[src/hw/irs_defines.vh]
// Purpose: constants for the image readout sequencer
// Assumes: included by bare name from the sequencer source
// Notes  : offsets are register indices on the 8-bit address port
`ifndef IRS_DEFINES_VH
`define IRS_DEFINES_VH

// ************************************************************
// Register offsets
// ************************************************************
`define IRS_A_CTRL 8'h03
`define IRS_A_CFG  8'h04
`define IRS_A_GLB  8'h05
`define IRS_A_STAT 8'h06
`define IRS_A_SEQA 8'h17
`define IRS_A_SEQB 8'h18
`define IRS_A_ROWS 8'h20
`define IRS_A_COLS 8'h21
`define IRS_A_OVS  8'h22
`define IRS_A_DLN  8'h23
`define IRS_A_DPX  8'h24
`define IRS_A_HBL  8'h25
`define IRS_A_EXP  8'h26

// ************************************************************
// Field positions
// ************************************************************
`define IRS_B_RUN  0
`define IRS_B_AUTO 1
`define IRS_B_FAST 2
`define IRS_B_REC  3
`define IRS_B_DIV  0
`define IRS_B_INV  2
`define IRS_B_SS   0
`define IRS_B_BIN  2
`define IRS_B_LFMT 3
`define IRS_B_FFMT 4
`define IRS_B_NFR  0
`define IRS_B_BF   8
`define IRS_B_BP   12

// ************************************************************
// Reset values and control write mask
// ************************************************************
`define IRS_R_CTRL 16'h0000
`define IRS_R_CFG  16'h0000
`define IRS_R_GLB  16'h0018
`define IRS_R_SEQ  16'h0000
`define IRS_R_ROWS 16'h0411
`define IRS_R_COLS 16'h0511
`define IRS_R_OVS  16'h0008
`define IRS_R_DLN  16'h0008
`define IRS_R_DPX  16'h0008
`define IRS_R_HBL  16'h0010
`define IRS_R_EXP  16'h0010
`define IRS_M_CTRL 16'h000F

// ************************************************************
// Modes and steps
// ************************************************************
`define IRS_SS_2X2  2'h1
`define IRS_SS_4X4  2'h2
`define IRS_DIV2    2'h1
`define IRS_DIV4    2'h2
`define IRS_STEP1   12'h001
`define IRS_STEP2X2 12'h003
`define IRS_STEP4X4 12'h007

`endif

[src/hw/irs_seq.v]
// Purpose: readout sequencer and parallel pixel port of an image sensor
// Assumes: one clock CLK, synchronous active-high RST, ADC_DATA on CLK
// Notes  : registers reached over a plain address/strobe port
//
// Overview of operation
// - Rows scan in rising order; each pixel leaves as a 10-bit word.
// - Every line, dummy ones too, lasts one common line time.
// - Four-by-four subsampling reads two, skips six on rows and columns.
// - A two-by-two subsampling mode reads two, skips two.
// - Binning averages each pixel with its same-colour neighbour in a line.
// - Output is limited to a programmable region inside the overscan border.
// - With both formats set, frame-valid rises on the first physical line.
// - Blanked frames keep frame-valid low throughout.
// - Line-valid covers only region pixels on region lines.
// - Frame-valid falls after the last pixel of the last physical line.
// - Dummy lines and pixels are clocked; both lie outside line-valid, and dummy lines outside frame-valid too.
// - The overscan border width is programmable.
// - Data change on one clock edge, chosen by software; receiver uses other.
// - Pixel clock runs for every scanned pixel, stops in line blanking.
// - Pixel clock is a gated register toggled per internal clock tick, at CLK divided by 2, 4, 8.
// - A sequence first resets N lines before reading any line.
// - Afterwards each line reads one row while resetting another.
// - A rising run bit starts an acquisition.
// - Start or auto-start stops the current sequence and restarts in a record.
// - A sequence ends when the frame counter is zero at frame end.
// - Clearing run finishes the line, or stops at once under fast stop.
//
// Local design decisions: strobed register access and the register offsets.
`timescale 1ns/10ps
`include "irs_defines.vh"
`default_nettype none

module irs_seq (
  input  wire        CLK,
  input  wire        RST,
  input  wire [7:0]  ADDR,
  input  wire [15:0] WDATA,
  input  wire        WR,
  input  wire        RD,
  output wire [15:0] RDATA,
  input  wire [9:0]  ADC_DATA,
  output wire [9:0]  PIXEL_WORD_BUS,
  output wire        PIXEL_WORD_CLOCK,
  output wire        FRAME_VALID,
  output wire        LINE_VALID,
  output wire [11:0] ROW_ADDR,
  output wire [11:0] COL_ADDR,
  output wire [11:0] RST_ROW,
  output wire        RST_STB
);

  localparam [1:0] S_IDLE = 2'h0;
  localparam [1:0] S_PIX  = 2'h1;
  localparam [1:0] S_HBL  = 2'h2;

  // ************************************************************
  // Registers and state
  // ************************************************************
  reg [15:0] cam_ctrl_r;
  reg [15:0] cfg_r;
  reg [15:0] glb_r;
  reg [15:0] seqa_r;
  reg [15:0] seqb_r;
  reg [15:0] rows_r;
  reg [15:0] cols_r;
  reg [15:0] ovs_r;
  reg [15:0] dln_r;
  reg [15:0] dpx_r;
  reg [15:0] hbl_r;
  reg [15:0] exp_r;
  reg [15:0] rdata_r;
  reg [1:0]  dcnt_r;
  reg [1:0]  st_r;
  reg        ph_r;
  reg        rd_r;
  reg        go_r;
  reg        stop_r;
  reg        fend_r;
  reg        blank_r;
  reg        rec_r;
  reg        inph_r;
  reg [11:0] ic_r;
  reg [11:0] row_r;
  reg [11:0] dl_r;
  reg [11:0] rrow_r;
  reg [11:0] rdl_r;
  reg [11:0] col_r;
  reg [11:0] dp_r;
  reg [15:0] hb_r;
  reg [7:0]  frm_r;
  reg [3:0]  bf_r;
  reg [3:0]  bp_r;
  reg [3:0]  pc_r;
  reg [9:0]  b1_r;
  reg [9:0]  b2_r;
  reg [9:0]  pix_r;
  reg        pclk_r;
  reg        frame_r;
  reg        line_r;
  reg [11:0] rowo_r;
  reg [11:0] colo_r;
  reg [11:0] rrowo_r;
  reg        rstb_r;

  wire [11:0] nrow = rows_r[11:0];
  wire [11:0] ncol = cols_r[11:0];
  wire [11:0] ovs  = ovs_r[11:0];
  wire [11:0] ndl  = dln_r[11:0];
  wire [11:0] ndp  = dpx_r[11:0];
  wire [1:0]  ss   = glb_r[`IRS_B_SS+1:`IRS_B_SS];
  wire [1:0]  dsel = cfg_r[`IRS_B_DIV+1:`IRS_B_DIV];
  wire        inv  = cfg_r[`IRS_B_INV];
  wire        fast = cam_ctrl_r[`IRS_B_FAST];
  wire [15:0] seq_sel = cam_ctrl_r[`IRS_B_REC] ? seqb_r : seqa_r;

  // ************************************************************
  // Scan step helpers
  // ************************************************************
  // Next coordinate; skipped rows or columns are never scanned
  function [11:0] cstep;
    input [11:0] c;
    input [1:0]  m;
    begin
      if (m == `IRS_SS_4X4 && c[2:0] == 3'h1)
        cstep = c + `IRS_STEP4X4;
      else if (m == `IRS_SS_2X2 && c[1:0] == 2'h1)
        cstep = c + `IRS_STEP2X2;
      else
        cstep = c + `IRS_STEP1;
    end
  endfunction

  // Next line {wrap, row, dummy index}; rows from nrow on are dummy lines
  function [24:0] lstep;
    input [11:0] row;
    input [11:0] dl;
    input [11:0] nr;
    input [11:0] nd;
    input [1:0]  m;
    reg   [11:0] r;
    begin
      r = cstep(row, m);
      if (row < nr) begin
        if (r >= nr && nd == 12'h000)
          lstep = {1'b1, 24'h000000};
        else
          lstep = {1'b0, r, 12'h000};
      end else if (dl + 12'h001 >= nd) begin
        lstep = {1'b1, 24'h000000};
      end else begin
        lstep = {1'b0, row, dl + 12'h001};
      end
    end
  endfunction

  wire [24:0] dstep = lstep(row_r, dl_r, nrow, ndl, ss);
  wire [24:0] rstep = lstep(rrow_r, rdl_r, nrow, ndl, ss);

  // ************************************************************
  // Internal clock divider
  // ************************************************************
  // low-power division
  wire [1:0] dmax = (dsel == `IRS_DIV2) ? 2'h1 :
                    (dsel == `IRS_DIV4) ? 2'h3 : 2'h0;
  wire       ce   = (dcnt_r == dmax);

  always @(posedge CLK) begin
    if (RST) begin
      dcnt_r <= 2'h0;
    end else if (ce) begin
      dcnt_r <= 2'h0;
    end else begin
      dcnt_r <= dcnt_r + 2'h1;
    end
  end

  // ************************************************************
  // Next pixel slot
  // ************************************************************
  reg [11:0] p_col;
  reg [11:0] p_dp;
  reg        p_ph;
  reg        p_any;
  wire [11:0] cs     = cstep(col_r, ss);
  wire [10:0] bsum   = {1'b0, ADC_DATA} + {1'b0, b2_r};
  wire        rphys  = (row_r < nrow);
  wire        rroi   = rphys && row_r >= ovs && row_r < nrow - ovs;
  wire        croi   = p_col >= ovs && p_col < ncol - ovs;
  wire        win    = glb_r[`IRS_B_FFMT] ? rphys : rroi;
  wire [11:0] wend   = glb_r[`IRS_B_FFMT] ? nrow : nrow - ovs;
  wire        lastw  = win && (cstep(row_r, ss) >= wend);
  wire        shown  = rd_r && !blank_r;
  // average with the pixel two scanned columns back
  wire [9:0]  pval   = glb_r[`IRS_B_BIN] ? bsum[10:1] : ADC_DATA;

  // Slot after the current one, or the first slot of the line
  always @* begin
    p_col = col_r;
    p_dp  = 12'h000;
    p_ph  = 1'b0;
    p_any = 1'b0;
    if (st_r == S_HBL) begin
      p_col = 12'h000;
      p_ph  = (ncol != 12'h000);
      p_any = p_ph || (ndp != 12'h000);
    end else if (inph_r) begin
      p_col = cs;
      p_ph  = (cs < ncol);
      p_any = p_ph || (ndp != 12'h000);
    end else begin
      p_dp  = dp_r + 12'h001;
      p_any = (p_dp < ndp);
    end
  end

  wire lfull  = glb_r[`IRS_B_LFMT] ? (rroi && croi) : rphys;
  wire p_line = shown && p_ph && lfull;
  // dummy pixel slots stay inside frame-valid except after the last window line
  wire p_frame = shown && win && (p_ph || !lastw);

  // ************************************************************
  // Sequencer
  // ************************************************************
  // Events from a control write; run edge seen against the held bit
  wire wr_ctrl  = WR && (ADDR == `IRS_A_CTRL);
  wire run_old  = cam_ctrl_r[`IRS_B_RUN];
  wire run_new  = WDATA[`IRS_B_RUN];
  wire start_ev = wr_ctrl && run_new && (!run_old || WDATA[`IRS_B_AUTO]);
  wire stop_ev  = wr_ctrl && !run_new && run_old;

  always @(posedge CLK) begin
    if (RST) begin
      st_r    <= S_IDLE;
      ph_r    <= 1'b0;
      rd_r    <= 1'b0;
      go_r    <= 1'b0;
      stop_r  <= 1'b0;
      fend_r  <= 1'b0;
      blank_r <= 1'b0;
      rec_r   <= 1'b0;
      inph_r  <= 1'b0;
      ic_r    <= 12'h000;
      row_r   <= 12'h000;
      dl_r    <= 12'h000;
      rrow_r  <= 12'h000;
      rdl_r   <= 12'h000;
      col_r   <= 12'h000;
      dp_r    <= 12'h000;
      hb_r    <= 16'h0000;
      frm_r   <= 8'h00;
      bf_r    <= 4'h0;
      bp_r    <= 4'h0;
      pc_r    <= 4'h0;
      b1_r    <= 10'h000;
      b2_r    <= 10'h000;
      pix_r   <= 10'h000;
      pclk_r  <= 1'b0;
      frame_r <= 1'b0;
      line_r  <= 1'b0;
      rowo_r  <= 12'h000;
      colo_r  <= 12'h000;
      rrowo_r <= 12'h000;
      rstb_r  <= 1'b0;
    end else begin
      rstb_r <= 1'b0;
      if (st_r == S_IDLE) begin
        if (go_r) begin
          // Fresh sequence in the selected record
          go_r    <= 1'b0;
          rec_r   <= cam_ctrl_r[`IRS_B_REC];
          row_r   <= 12'h000;
          dl_r    <= 12'h000;
          rrow_r  <= 12'h000;
          rdl_r   <= 12'h000;
          ic_r    <= exp_r[11:0];
          rd_r    <= (exp_r[11:0] == 12'h000);
          frm_r   <= seq_sel[`IRS_B_NFR+7:`IRS_B_NFR];
          bp_r    <= seq_sel[`IRS_B_BP+3:`IRS_B_BP];
          pc_r    <= seq_sel[`IRS_B_BP+3:`IRS_B_BP];
          bf_r    <= seq_sel[`IRS_B_BF+3:`IRS_B_BF] -
                     {3'h0, seq_sel[`IRS_B_BF+3:`IRS_B_BF] != 4'h0};
          blank_r <= (seq_sel[`IRS_B_BF+3:`IRS_B_BF] != 4'h0);
          fend_r  <= 1'b0;
          hb_r    <= hbl_r;
          st_r    <= S_HBL;
        end
      end else if (stop_r && fast) begin
        st_r    <= S_IDLE;
        stop_r  <= 1'b0;
        rd_r    <= 1'b0;
        pclk_r  <= 1'b0;
        frame_r <= 1'b0;
        line_r  <= 1'b0;
        pix_r   <= 10'h000;
      end else if (ce) begin
        case (st_r)
          S_PIX: begin
            ph_r <= ~ph_r;
            if (!ph_r) begin
              // clock high half of the slot, low half when inverted
              pclk_r <= rd_r & ~inv;
            end else if (p_any) begin
              // data change on the chosen edge
              pclk_r  <= rd_r & inv;
              col_r   <= p_col;
              dp_r    <= p_dp;
              inph_r  <= p_ph;
              colo_r  <= p_col;
              pix_r   <= (rd_r && p_ph && rphys) ? pval : 10'h000;
              line_r  <= p_line;
              frame_r <= p_frame;
              if (p_ph) begin
                b1_r <= ADC_DATA;
                b2_r <= b1_r;
              end
            end else begin
              // Line end: clock stops for blanking
              st_r    <= S_HBL;
              hb_r    <= hbl_r;
              pclk_r  <= 1'b0;
              line_r  <= 1'b0;
              pix_r   <= 10'h000;
              frame_r <= frame_r & ~lastw;
              rrow_r  <= rstep[23:12];
              rdl_r   <= rstep[11:0];
              if (ic_r != 12'h000) begin
                ic_r <= ic_r - 12'h001;
                rd_r <= (ic_r == 12'h001);
              end
              if (rd_r) begin
                row_r <= dstep[23:12];
                dl_r  <= dstep[11:0];
              end
              if (rd_r && dstep[24]) begin
                // frame counter checked at frame end
                fend_r <= (frm_r == 8'h00);
                frm_r  <= frm_r - {7'h00, frm_r != 8'h00};
                if (bf_r != 4'h0) begin
                  blank_r <= 1'b1;
                  bf_r    <= bf_r - 4'h1;
                end else if (bp_r != 4'h0 && pc_r <= 4'h1) begin
                  blank_r <= 1'b1;
                  pc_r    <= bp_r;
                end else begin
                  blank_r <= 1'b0;
                  pc_r    <= pc_r - {3'h0, pc_r != 4'h0};
                end
              end
            end
          end
          S_HBL: begin
            // blanking is the same for every line
            if (hb_r != 16'h0000) begin
              hb_r <= hb_r - 16'h0001;
            end else if (stop_r || fend_r) begin
              st_r    <= S_IDLE;
              stop_r  <= 1'b0;
              rd_r    <= 1'b0;
              frame_r <= 1'b0;
            end else begin
              // First slot of the next line
              st_r    <= S_PIX;
              ph_r    <= 1'b0;
              pclk_r  <= rd_r & inv;
              rstb_r  <= (rrow_r < nrow);
              rrowo_r <= rrow_r;
              rowo_r  <= row_r;
              col_r   <= p_col;
              dp_r    <= p_dp;
              inph_r  <= p_ph;
              colo_r  <= p_col;
              pix_r   <= (rd_r && p_ph && rphys) ? pval : 10'h000;
              line_r  <= p_line;
              frame_r <= p_frame;
              if (p_ph) begin
                b1_r <= ADC_DATA;
                b2_r <= b1_r;
              end
            end
          end
          default: begin
            st_r <= S_IDLE;
          end
        endcase
      end
      // Control writes last so a request is never lost
      // stop current then restart
      if (start_ev) begin
        go_r <= 1'b1;
        if (st_r != S_IDLE)
          stop_r <= 1'b1;
      end
      if (stop_ev) begin
        go_r   <= 1'b0;
        stop_r <= (st_r != S_IDLE);
      end
    end
  end

  // ************************************************************
  // Register port
  // ************************************************************
  // Writes; status is read only
  always @(posedge CLK) begin
    if (RST) begin
      cam_ctrl_r <= `IRS_R_CTRL;
      cfg_r      <= `IRS_R_CFG;
      glb_r      <= `IRS_R_GLB;
      seqa_r     <= `IRS_R_SEQ;
      seqb_r     <= `IRS_R_SEQ;
      rows_r     <= `IRS_R_ROWS;
      cols_r     <= `IRS_R_COLS;
      ovs_r      <= `IRS_R_OVS;
      dln_r      <= `IRS_R_DLN;
      dpx_r      <= `IRS_R_DPX;
      hbl_r      <= `IRS_R_HBL;
      exp_r      <= `IRS_R_EXP;
    end else if (WR) begin
      case (ADDR)
        `IRS_A_CTRL: cam_ctrl_r <= WDATA & `IRS_M_CTRL;
        `IRS_A_CFG:  cfg_r      <= WDATA;
        `IRS_A_GLB:  glb_r      <= WDATA;
        `IRS_A_SEQA: seqa_r     <= WDATA;
        `IRS_A_SEQB: seqb_r     <= WDATA;
        `IRS_A_ROWS: rows_r     <= WDATA;
        `IRS_A_COLS: cols_r     <= WDATA;
        `IRS_A_OVS:  ovs_r      <= WDATA;
        `IRS_A_DLN:  dln_r      <= WDATA;
        `IRS_A_DPX:  dpx_r      <= WDATA;
        `IRS_A_HBL:  hbl_r      <= WDATA;
        `IRS_A_EXP:  exp_r      <= WDATA;
        default:     cam_ctrl_r <= cam_ctrl_r;
      endcase
    end
  end

  // Read data valid one cycle after the strobe, zero otherwise
  always @(posedge CLK) begin
    if (RST) begin
      rdata_r <= 16'h0000;
    end else if (!RD) begin
      rdata_r <= 16'h0000;
    end else begin
      case (ADDR)
        `IRS_A_CTRL: rdata_r <= cam_ctrl_r;
        `IRS_A_CFG:  rdata_r <= cfg_r;
        `IRS_A_GLB:  rdata_r <= glb_r;
        `IRS_A_STAT: rdata_r <= {10'h000, dsel, blank_r, rec_r,
                                 rd_r, st_r != S_IDLE};
        `IRS_A_SEQA: rdata_r <= seqa_r;
        `IRS_A_SEQB: rdata_r <= seqb_r;
        `IRS_A_ROWS: rdata_r <= rows_r;
        `IRS_A_COLS: rdata_r <= cols_r;
        `IRS_A_OVS:  rdata_r <= ovs_r;
        `IRS_A_DLN:  rdata_r <= dln_r;
        `IRS_A_DPX:  rdata_r <= dpx_r;
        `IRS_A_HBL:  rdata_r <= hbl_r;
        `IRS_A_EXP:  rdata_r <= exp_r;
        default:     rdata_r <= 16'h0000;
      endcase
    end
  end

  // ************************************************************
  // Outputs
  // ************************************************************
  // receiver ignores data while strobes are low
  assign RDATA            = rdata_r;
  assign PIXEL_WORD_BUS   = pix_r;
  assign PIXEL_WORD_CLOCK = pclk_r;
  assign FRAME_VALID      = frame_r;
  assign LINE_VALID       = line_r;
  assign ROW_ADDR         = rowo_r;
  assign COL_ADDR         = colo_r;
  assign RST_ROW          = rrowo_r;
  assign RST_STB          = rstb_r;

endmodule

`default_nettype wire

[config.mk]
export PLATFORM = sky130hd
export DESIGN_NAME = irs_seq
export DESIGN_NICKNAME = d
export VERILOG_FILES = /design/src/hw/irs_seq.v
export VERILOG_INCLUDE_DIRS = /design/src /design/src/hw
export SDC_FILE = /design/constraint.sdc
export NUM_CORES = 1
export LEC_CHECK = 0
export ABC_AREA = 1
export BUFFER_PORTS_ARGS = -buffer_cell sky130_fd_sc_hd__buf_2
export CELL_PAD_IN_SITES_DETAIL_PLACEMENT = 0
export CELL_PAD_IN_SITES_GLOBAL_PLACEMENT = 1
export CORE_UTILIZATION = 40
export DETAILED_ROUTE_END_ITERATION = 10
export PLACE_DENSITY_LB_ADDON = 0.1
export SYNTH_ARGS = -nofsm -noshare
export SYNTH_HDL_FRONTEND = slang
export SYNTH_SLANG_ARGS = --single-unit
[constraint.sdc]
create_clock -name CLK -period 3.9 [get_ports CLK]
set_input_delay 0.585 -clock CLK [delete_from_list [all_inputs] [get_ports CLK]]
set_output_delay 0.585 -clock CLK [all_outputs]
set_load 0.005 [all_outputs]
==> out/qor.yml, run 1 <==
grt_remaining_overflow: 0
cts_buffer_depth: 3
num_vias: 23489
finClkSkew_ns: 0.0430
rsz0062_at_grt: "yes"
synth_cell_type_count: 52
grtUsageTotal_pct: 28.2
dpl_cell_area_um2: 25200
finalInstanceArea_um2: 28500
r2r_cells: 31
synth_edf_count: 0
finalSetupViolCount: 41
htreeDepth: 2
worstMarginPinSlew_ns: 1.06
grt_pass1_vias: 21604
die_y_um: 242
area_growth_syn_to_layout_pct: 23.5
cap_viol_max_count: 0
wl_per_cell_um: 20.5
io_pins: 104
gp_congestion: 0.938
cpLargestDelayFamily: "simple AND/OR/NAND/NOR gates"
syn_nets: 3509
period_needed_ns: 3.97
grt_pass1_wl_um: 128000
start_util_pct: 40.7
drtAntennaViolNets: 0
synth_area_um2: 23100
antenna_found_initial: 1
drt_first_pass_iters: 7
crit_fanout: 6
worstPathRequired_ns: 4.40
clock_sinks: 386
clk_latency_ns: 0.62
drive_gt1_share_pct: 16.6
drc: 0
rrSetupSlack_ns: -0.07
r2r_start: "glb_r[1]$_SDFFE_PP0P_"
p_leak_nw: 12.4
synthCells: 3258
cts_made_buffers: 47
crit_path_start_kind: "register"
status: "finished, violations left"
antenna_cells: 0
p_per_area_nw_per_um2: 568
slew_violations: 0
synthArstFlopShare_pct: 0
die_area_um2: 58700
nNetsFinal: 3713
die_w_um: 242
gr-max-usage-layer: "met2"
critPathKind: "register to register"
cts_hold_buf: 0
cts_root_buf: "clkbuf_16"
violations: "setup timing"
route.final.wire_length_um: 87100
synth_seq_cells: 386
final-hold-violation-count: 0
crit_path_end_kind: "register"
endpoint: "pc_r[2]$_SDFFE_PP0P_"
min_path_type: "primary input to register"
startpoint: "glb_r[1]$_SDFFE_PP0P_"
fin_ws_ns: -0.0727
routed_via_density: 5.52
grt_max_degree: 98
dpl.hpwl_um: 63800
r2r_end: "pc_r[2]$_SDFFE_PP0P_"
clk_pin_slew_ns: 0.06
io_buffers: 103
crit_arrival_ns: 4.47
fin_crit_sh_pct: 102
rows: 87
grt_use_met2_pct: 45.0
maxSlewHeadroom_pct: 28.9
vdd_ir_drop_max_mv: 0.410
ys_seq_area_share_pct: 33.5
slowest_stage: "dfxtp_4"
synthFlopType: "dfxtp_1"
grt_use_met3_pct: 4.54
grtUsageMet1_pct: 37.5
cts_tree: "built"
drtIter0Drc: 1960
cp.depth: 31
power.total_mw: 16.2
max_freq_mhz: 252
syn_avg_cell_area_um2: 7.08
coreArea_um2: 56700
ys_warn_count: 0
crit_buf_inv: 10
max_stage_delay_ns: 0.36
-- what timing repair did --
item                                    in CTS  in global routing
setup buffers                               13                 23
resized for setup                           55                252
gates cloned                                 1                 14
pin swaps                                   28                102
endpoints found under the setup margin     154                155
-- layout by cell type (no fill, tap or decap), types with 67 or more instances in the layout --
master   Yosys  layout
ha_1       207     198
a21oi_1    443     412
xor2_1      74      67
buf_2       19     104
dfxtp_1    386     384
nand3_1    149     131
buf_4        0     136
o21ai_0    376     331
inv_1      394     379
nor2_1     253     227
nand2_1    509     470
-- logic make-up after synthesis --
group	share of synthesized area, %
AO/OA/AOI/OAI	22.9
buffers and inverters	9.16
flip-flops	33.5
XOR/XNOR	3.72
AND/OR/NAND/NOR	18.9
adder cells (fa/ha/maj)	11.7
multiplexers	0.130
-- worst min path at each step --
stage / from / to / cells after the start
floorplan: dpx_r[15]$_SDFFE_PP0P_ / dpx_r[15]$_SDFFE_PP0P_ / 2
global placement: exp_r[15]$_SDFFE_PP0P_ / exp_r[15]$_SDFFE_PP0P_ / 2
detailed placement: dpx_r[15]$_SDFFE_PP0P_ / dpx_r[15]$_SDFFE_PP0P_ / 2
CTS: ADC_DATA[0] / b1_r[0]$_SDFFE_PP0P_ / 3
global route: ADC_DATA[0] / b1_r[0]$_SDFFE_PP0P_ / 3
finish: ADC_DATA[0] / b1_r[0]$_SDFFE_PP0P_ / 3
-- stage by stage --
step | setup WS (ns) | util [%] | hold slack, ns | instances | TNS [ns]
after global placement | -0.380 | 44.4 | 0.441 | 4122 | -23.78
after floorplan | 0.330 | - | 0.430 | 3258 | 0
after global routing | -0.300 | 50.3 | 0.274 | 4255 | -23.49
after detailed placement | -0.419 | 44.4 | 0.446 | 4122 | -31.61
final | -0.0727 | 50.3 | 0.273 | 4255 | -1.27
after CTS | -0.0333 | 48.0 | 0.249 | 4221 | -0.0729
-- cells in the mapped netlist (3+ instances only) --
library cell  instances  area, um^2
a221oi_1             30         263
a41oi_1               3        26.3
clkbuf_1            106         398
a21o_1                5        37.5
nor2_1              253         950
o21ai_0             376        1880
a31oi_1               7        43.8
a211oi_1             17         128
mux2i_1               3        30.0
nand2_1             509        1910
or2_2                 3        18.8
o22ai_1              48         300
nor3_2                3        30.0
inv_1               394        1480
o211ai_1             16         120
nor3_1               28         140
nor3b_1               4        30.0
nand3_1             149         746
o2111ai_1             6        52.6
xor2_1               74         648
nor4_1               12        75.1
a22oi_1               3        22.5
nor2_2                6        37.5
o31ai_1               5        37.5
o21bai_1              3        22.5
buf_1                11        41.3
clkinv_1             13        48.8
a311oi_1              4        35.0
nand3b_1              7        52.6
ha_1                207        2590
inv_2                 8        30.0
buf_2                19        95.1
dfxtp_1             386        7730
a21oi_1             443        2220
xnor2_1              24         210
nand4_1              42         263
o21a_1                4        30.0
fa_1                  6         120
-- cell type report --
type                            instances  area (um^2)
Clock buffer                           64         1320
Inverter                              415         1580
Sequential cell                       386         7730
Fill cell                            5640        28200
Multi-Input combinational cell       2319        14100
Clock inverter                         22          398
Tap cell                              756          946
Timing Repair Buffer                  293         2390
-- per-layer routing --
layer / share of wire [%] / up-vias / routed length [um]
li1: - / 11451 / -
met1: 44 / 11146 / 38300
met2: 45 / 721 / 39600
met3: 6.3 / 171 / 5510
met4: 4.2 / 0 / 3640
met5: 0 / - / 0
-- worst reg2reg max path, delay by kind of cell, from the launching register on --
family / cells / cell delay (ns)
AND/OR/NAND/NOR: 15 / 1.36
buffers and inverters: 10 / 1.07
flip-flops: 1 / 0.36
AO/OA/AOI/OAI: 3 / 0.41
XOR/XNOR: 1 / 0.21
adder cells (fa/ha/maj): 2 / 0.52
-- power by group --
group,switching (mW),internal [mW]
combinational,4.02,2.60
sequential,0.345,4.30
clock,1.93,2.99
Note: power is estimated with default switching activity, not from simulation.
==> run 2: changes to the inputs <==
--- a/config.mk
+++ b/config.mk
@@ -12,7 +12,7 @@
 export CELL_PAD_IN_SITES_GLOBAL_PLACEMENT = 1
 export CORE_UTILIZATION = 40
 export DETAILED_ROUTE_END_ITERATION = 10
-export PLACE_DENSITY_LB_ADDON = 0.1
+export PLACE_DENSITY_LB_ADDON = 0.15
 export SYNTH_ARGS = -nofsm -noshare
 export SYNTH_HDL_FRONTEND = slang
 export SYNTH_SLANG_ARGS = --single-unit
==> constraint.sdc (replaced) <==
create_clock -name CLK -period 4.6 [get_ports CLK]
set_input_delay 0.69 -clock CLK [delete_from_list [all_inputs] [get_ports CLK]]
set_output_delay 0.69 -clock CLK [all_outputs]
set_load 0.005 [all_outputs]
==> run 2 against run 1 <==
Net effect:
- the flow now finishes without violations
- clock skew increased by 0.0087 ns
- via count decreased by 3.9%
- final cell count is 3.3% lower
- combinational power shrank 35%
- sequential cell count unchanged
- critical path type unchanged
- total power shrank 24%
- die area unchanged
- first-iteration DRC count shrank 0.36%
- critical path depth fell by 6
- sequential share of layout area grew 2.4 points
- clock power decreased by 18%
- non-clock buffer count is 139 lower
- largest power group unchanged
- highest routed layer is now met5
==> out/qor.yml, run 2 (synthesized netlist as in run 1, its figures left out) <==
n_fill_cell: 5669
whs_ns: 0.392
routed_via_density: 5.49
power.total_mw: 12.3
num_vias: 22583
drive_gt1_share_pct: 8.22
cts_root_buf: "clkbuf_16"
coreArea_um2: 56700
start_util_pct: 40.7
grt_remaining_overflow: 0
drtIter0Drc: 1953
cap_viol_max_count: 0
fin_crit_sh_pct: 91.6
final_core_util_pct: 46.1
p_leak_nw: 11.4
cts_tree: "built"
cts_resized: 0
max_freq_mhz: 237
rsz0062_at_grt: "no"
max_stage_delay_ns: 0.41
cts_hold_buf: 0
period_needed_ns: 4.21
grtUsageTotal_pct: 27.4
slowest_stage: "fa_1"
cts_buffer_depth: 3
vdd_ir_drop_max_mv: 0.322
worstMarginPinSlew_ns: 1.13
mostFrequentLayoutCell: "nand2_1"
min_path_type: "primary input to register"
path_common_cell: "nand2_1"
die_y_um: 242
p_per_area_nw_per_um2: 469
dpl.hpwl_um: 62200
die_w_um: 242
clock_sinks: 386
final-hold-violation-count: 0
area_growth_syn_to_layout_pct: 13.3
cts_made_buffers: 46
critPathKind: "register to register"
cts_setup_buffers: 0
grt_pass1_wl_um: 125000
drc: 0
layout.cells.non_filler: 4115
wl_per_cell_um: 19.9
nNetsFinal: 3573
status: "finished, final reports clean"
route.final.wire_length_um: 81800
clk_latency_ns: 0.62
grt_max_degree: 96
mostFrequentLayoutCells: "507 x nand2_1, 442 x a21oi_1, 390 x inv_1"
clk_pin_slew_ns: 0.07
drt_first_pass_iters: 6
gp_congestion: 0.913
htreeDepth: 2
finalInstanceArea_um2: 26100
io_buffers: 103
crit_arrival_ns: 4.74
io_pins: 104
finClkSkew_ns: 0.0517
worstPathRequired_ns: 5.12
maxSlewHeadroom_pct: 24.4
crit_path_end_kind: "register"
finalSetupViolCount: 0
crit_fanout: 3
rows: 87
tns_ns: 0
dp.cells: 4030
antenna_found_initial: 1
die_area_um2: 58700
drtAntennaViolNets: 0
dpl_cell_area_um2: 24400
place_ws_ns: 0.0144
slew_violations: 0
grt_pass1_vias: 21368
fin_ws_ns: 0.386
crit_path_start_kind: "register"
==> run 2: final timing paths <==
path	from	to	slack (ns)	depth (start not counted)
max	rows_r[0]$_SDFFE_PP1P_	FRAME_VALID$_SDFFE_PP0P_	0.39	25
min	WDATA[8]	cols_r[8]$_SDFFE_PP1P_	0.39	3
max reg2reg	rows_r[0]$_SDFFE_PP1P_	FRAME_VALID$_SDFFE_PP0P_	0.39	25
min reg2reg	cols_r[15]$_SDFFE_PP0P_	cols_r[15]$_SDFFE_PP0P_	0.45	2
==> run 2: power by group <==
group,internal [mW],switching (mW)
Sequential,3.65,0.286
Clock,2.43,1.59
Combinational,1.44,2.88
==> run 2: critical path, delay by kind of cell, from the launching register on <==
kind / cells / cell delay (ns)
xor+xnor: 1 / 0.22
compound gates: 5 / 0.85
flops: 1 / 0.31
simple gates: 14 / 1.52
fa+ha+maj: 3 / 1.02
buf+inv: 2 / 0.24
==> run 2: cell type report <==
type,instances,area [um^2],area share [%]
Timing Repair Buffer,154,913,3.49
Tap cell,756,946,3.62
Sequential cell,386,7730,29.6
Antenna cell,1,2.50,0.00957
Clock buffer,65,1370,5.25
Multi-Input combinational cell,2319,13300,50.8
Inverter,415,1570,5.99
Clock inverter,19,323,1.23
==> run 2: layer usage <==
layer	share of wire (%)	track usage, %	up-vias
met2	46	44.8	673
li1	-	-	11156
met5	0.0098	0	-
met4	4.2	11.2	2
met1	44	35.8	10601
met3	6.0	4.18	151
==> run 3: changes to the inputs <==
--- a/config.mk
+++ b/config.mk
@@ -13,6 +13,7 @@
 export CORE_UTILIZATION = 40
 export DETAILED_ROUTE_END_ITERATION = 10
 export PLACE_DENSITY_LB_ADDON = 0.15
+export RECOVER_POWER = 25
 export SYNTH_ARGS = -nofsm -noshare
 export SYNTH_HDL_FRONTEND = slang
 export SYNTH_SLANG_ARGS = --single-unit
==> run 3 against run 2 <==
Net effect:
- sequential power about the same
- utilization is 0.11 points lower
- largest cell class unchanged
- combinational power about the same
- critical endpoint unchanged
==> out/qor.yml, run 3 (synthesized netlist as in run 1, its figures left out) <==
antenna_cells: 0
drtIter0Drc: 1971
path_common_cell: "nand2_1"
crit_fanout: 3
grtUsageMet1_pct: 35.8
startpoint: "rows_r[0]$_SDFFE_PP1P_"
drtAntennaViolNets: 0
crit_path_start_kind: "register"
grt_remaining_overflow: 0
fin_ws_ns: 0.405
drt_first_pass_iters: 6
p_leak_nw: 11.3
cts_setup_buffers: 0
r2r_end: "FRAME_VALID$_SDFFE_PP0P_"
drc: 0
crit_path_end_kind: "register"
start_util_pct: 40.7
max_stage_delay_ns: 0.41
nNetsFinal: 3573
wl_per_cell_um: 19.9
grt_max_degree: 96
antenna_found_initial: 1
drive_gt1_share_pct: 7.21
cts_hold_buf: 0
die_y_um: 242
rows: 87
r2r_start: "rows_r[0]$_SDFFE_PP1P_"
tns_ns: 0
period_needed_ns: 4.20
ff_latch_area_um2: 7730
routed_via_density: 5.50
multiInputGateArea_um2: 13300
mostFrequentLayoutCells: "507 x nand2_1, 442 x a21oi_1, 391 x inv_1"
r2r_cells: 25
cts_made_buffers: 46
status: "finished, final reports clean"
cap_viol_max_count: 0
io_pins: 104
grt_use_met3_pct: 4.18
cts_resized: 0
rrSetupSlack_ns: 0.40
min_path_type: "primary input to register"
finalSetupViolCount: 0
place_ws_ns: 0.0144
p_per_area_nw_per_um2: 470
die_area_um2: 58700
htreeDepth: 2
clk_pin_slew_ns: 0.06
cts_buffer_depth: 3
num_vias: 22625
fin_crit_sh_pct: 91.2
critPathKind: "register to register"
crit_arrival_ns: 4.71
grt_pass1_vias: 21368
final_core_util_pct: 46.0
worstMarginPinSlew_ns: 1.14
vdd_ir_drop_max_mv: 0.325
dpl.hpwl_um: 62200
clock_sinks: 386
slowest_stage: "fa_1"
endpoint: "FRAME_VALID$_SDFFE_PP0P_"
grt_use_met2_pct: 44.8
cts_tree: "built"
final-hold-violation-count: 0
worstPathRequired_ns: 5.12
route.final.wire_length_um: 81900
n_fill_cell: 5687
die_w_um: 242
power.total_mw: 12.3
area_growth_syn_to_layout_pct: 13.0
rsz0062_at_grt: "no"
grt_pass1_wl_um: 125000
io_buffers: 103
mostFrequentLayoutCell: "nand2_1"
gr-max-usage-layer: "met2"
cts_root_buf: "clkbuf_16"
finClkSkew_ns: 0.0524
grtUsageTotal_pct: 27.4
whs_ns: 0.391
clk_latency_ns: 0.62
maxSlewHeadroom_pct: 23.7
max_freq_mhz: 238
slew_violations: 0
coreArea_um2: 56700
gp_congestion: 0.913
## run 3: metal layers
| metal | vias up | part of all wire, % |
|---|---|---|
| li1 | 11160 | - |
| met1 | 10627 | 45 |
| met2 | 681 | 46 |
| met3 | 155 | 5.7 |
| met4 | 2 | 4.1 |
| met5 | - | 0.0098 |
## run 3: how the worst min path moves through the flow
stage / to / startpoint / depth (start not counted)
3_5_place_dp: cols_r[15]$_SDFFE_PP0P_ / cols_r[15]$_SDFFE_PP0P_ / 2
6_report: cols_r[8]$_SDFFE_PP1P_ / WDATA[8] / 3
3_3_place_gp: exp_r[15]$_SDFFE_PP0P_ / exp_r[15]$_SDFFE_PP0P_ / 2
2_1_floorplan: dpx_r[15]$_SDFFE_PP0P_ / dpx_r[15]$_SDFFE_PP0P_ / 2
5_1_grt: cols_r[8]$_SDFFE_PP1P_ / WDATA[8] / 3
4_1_cts: cols_r[8]$_SDFFE_PP1P_ / WDATA[8] / 3
## run 3: cell type report
class / count / area share, %
Tap cell: 756 / 3.63
Clock buffer: 65 / 5.26
Clock inverter: 19 / 1.24
Multi-Input combinational cell: 2319 / 50.9
Timing Repair Buffer: 154 / 3.34
Sequential cell: 386 / 29.6
Inverter: 415 / 6.01
## run 3: stage by stage
step	std cells	instance area, um^2
floorplan	3258	23100
global placement	4030	24400
detailed placement	4030	24400
CTS	4114	26100
global route	4114	26100
finish	4114	26100
## run 3: where the power goes
part | switching [mW] | leakage [nW] | internal, mW
sequential | 0.287 | 3.12 | 3.65
clock | 1.59 | 0.827 | 2.44
combinational | 2.87 | 7.34 | 1.43
total | 4.74 | 11.3 | 7.51
## run 3: worst max-delay path, delay by kind of cell (launching register included)
family | cells | cell delay [ns]
simple gates | 14 | 1.50
fa+ha+maj | 3 | 1.02
compound gates | 5 | 0.86
flops | 1 | 0.31
buf+inv | 2 | 0.23
xor+xnor | 1 | 0.22
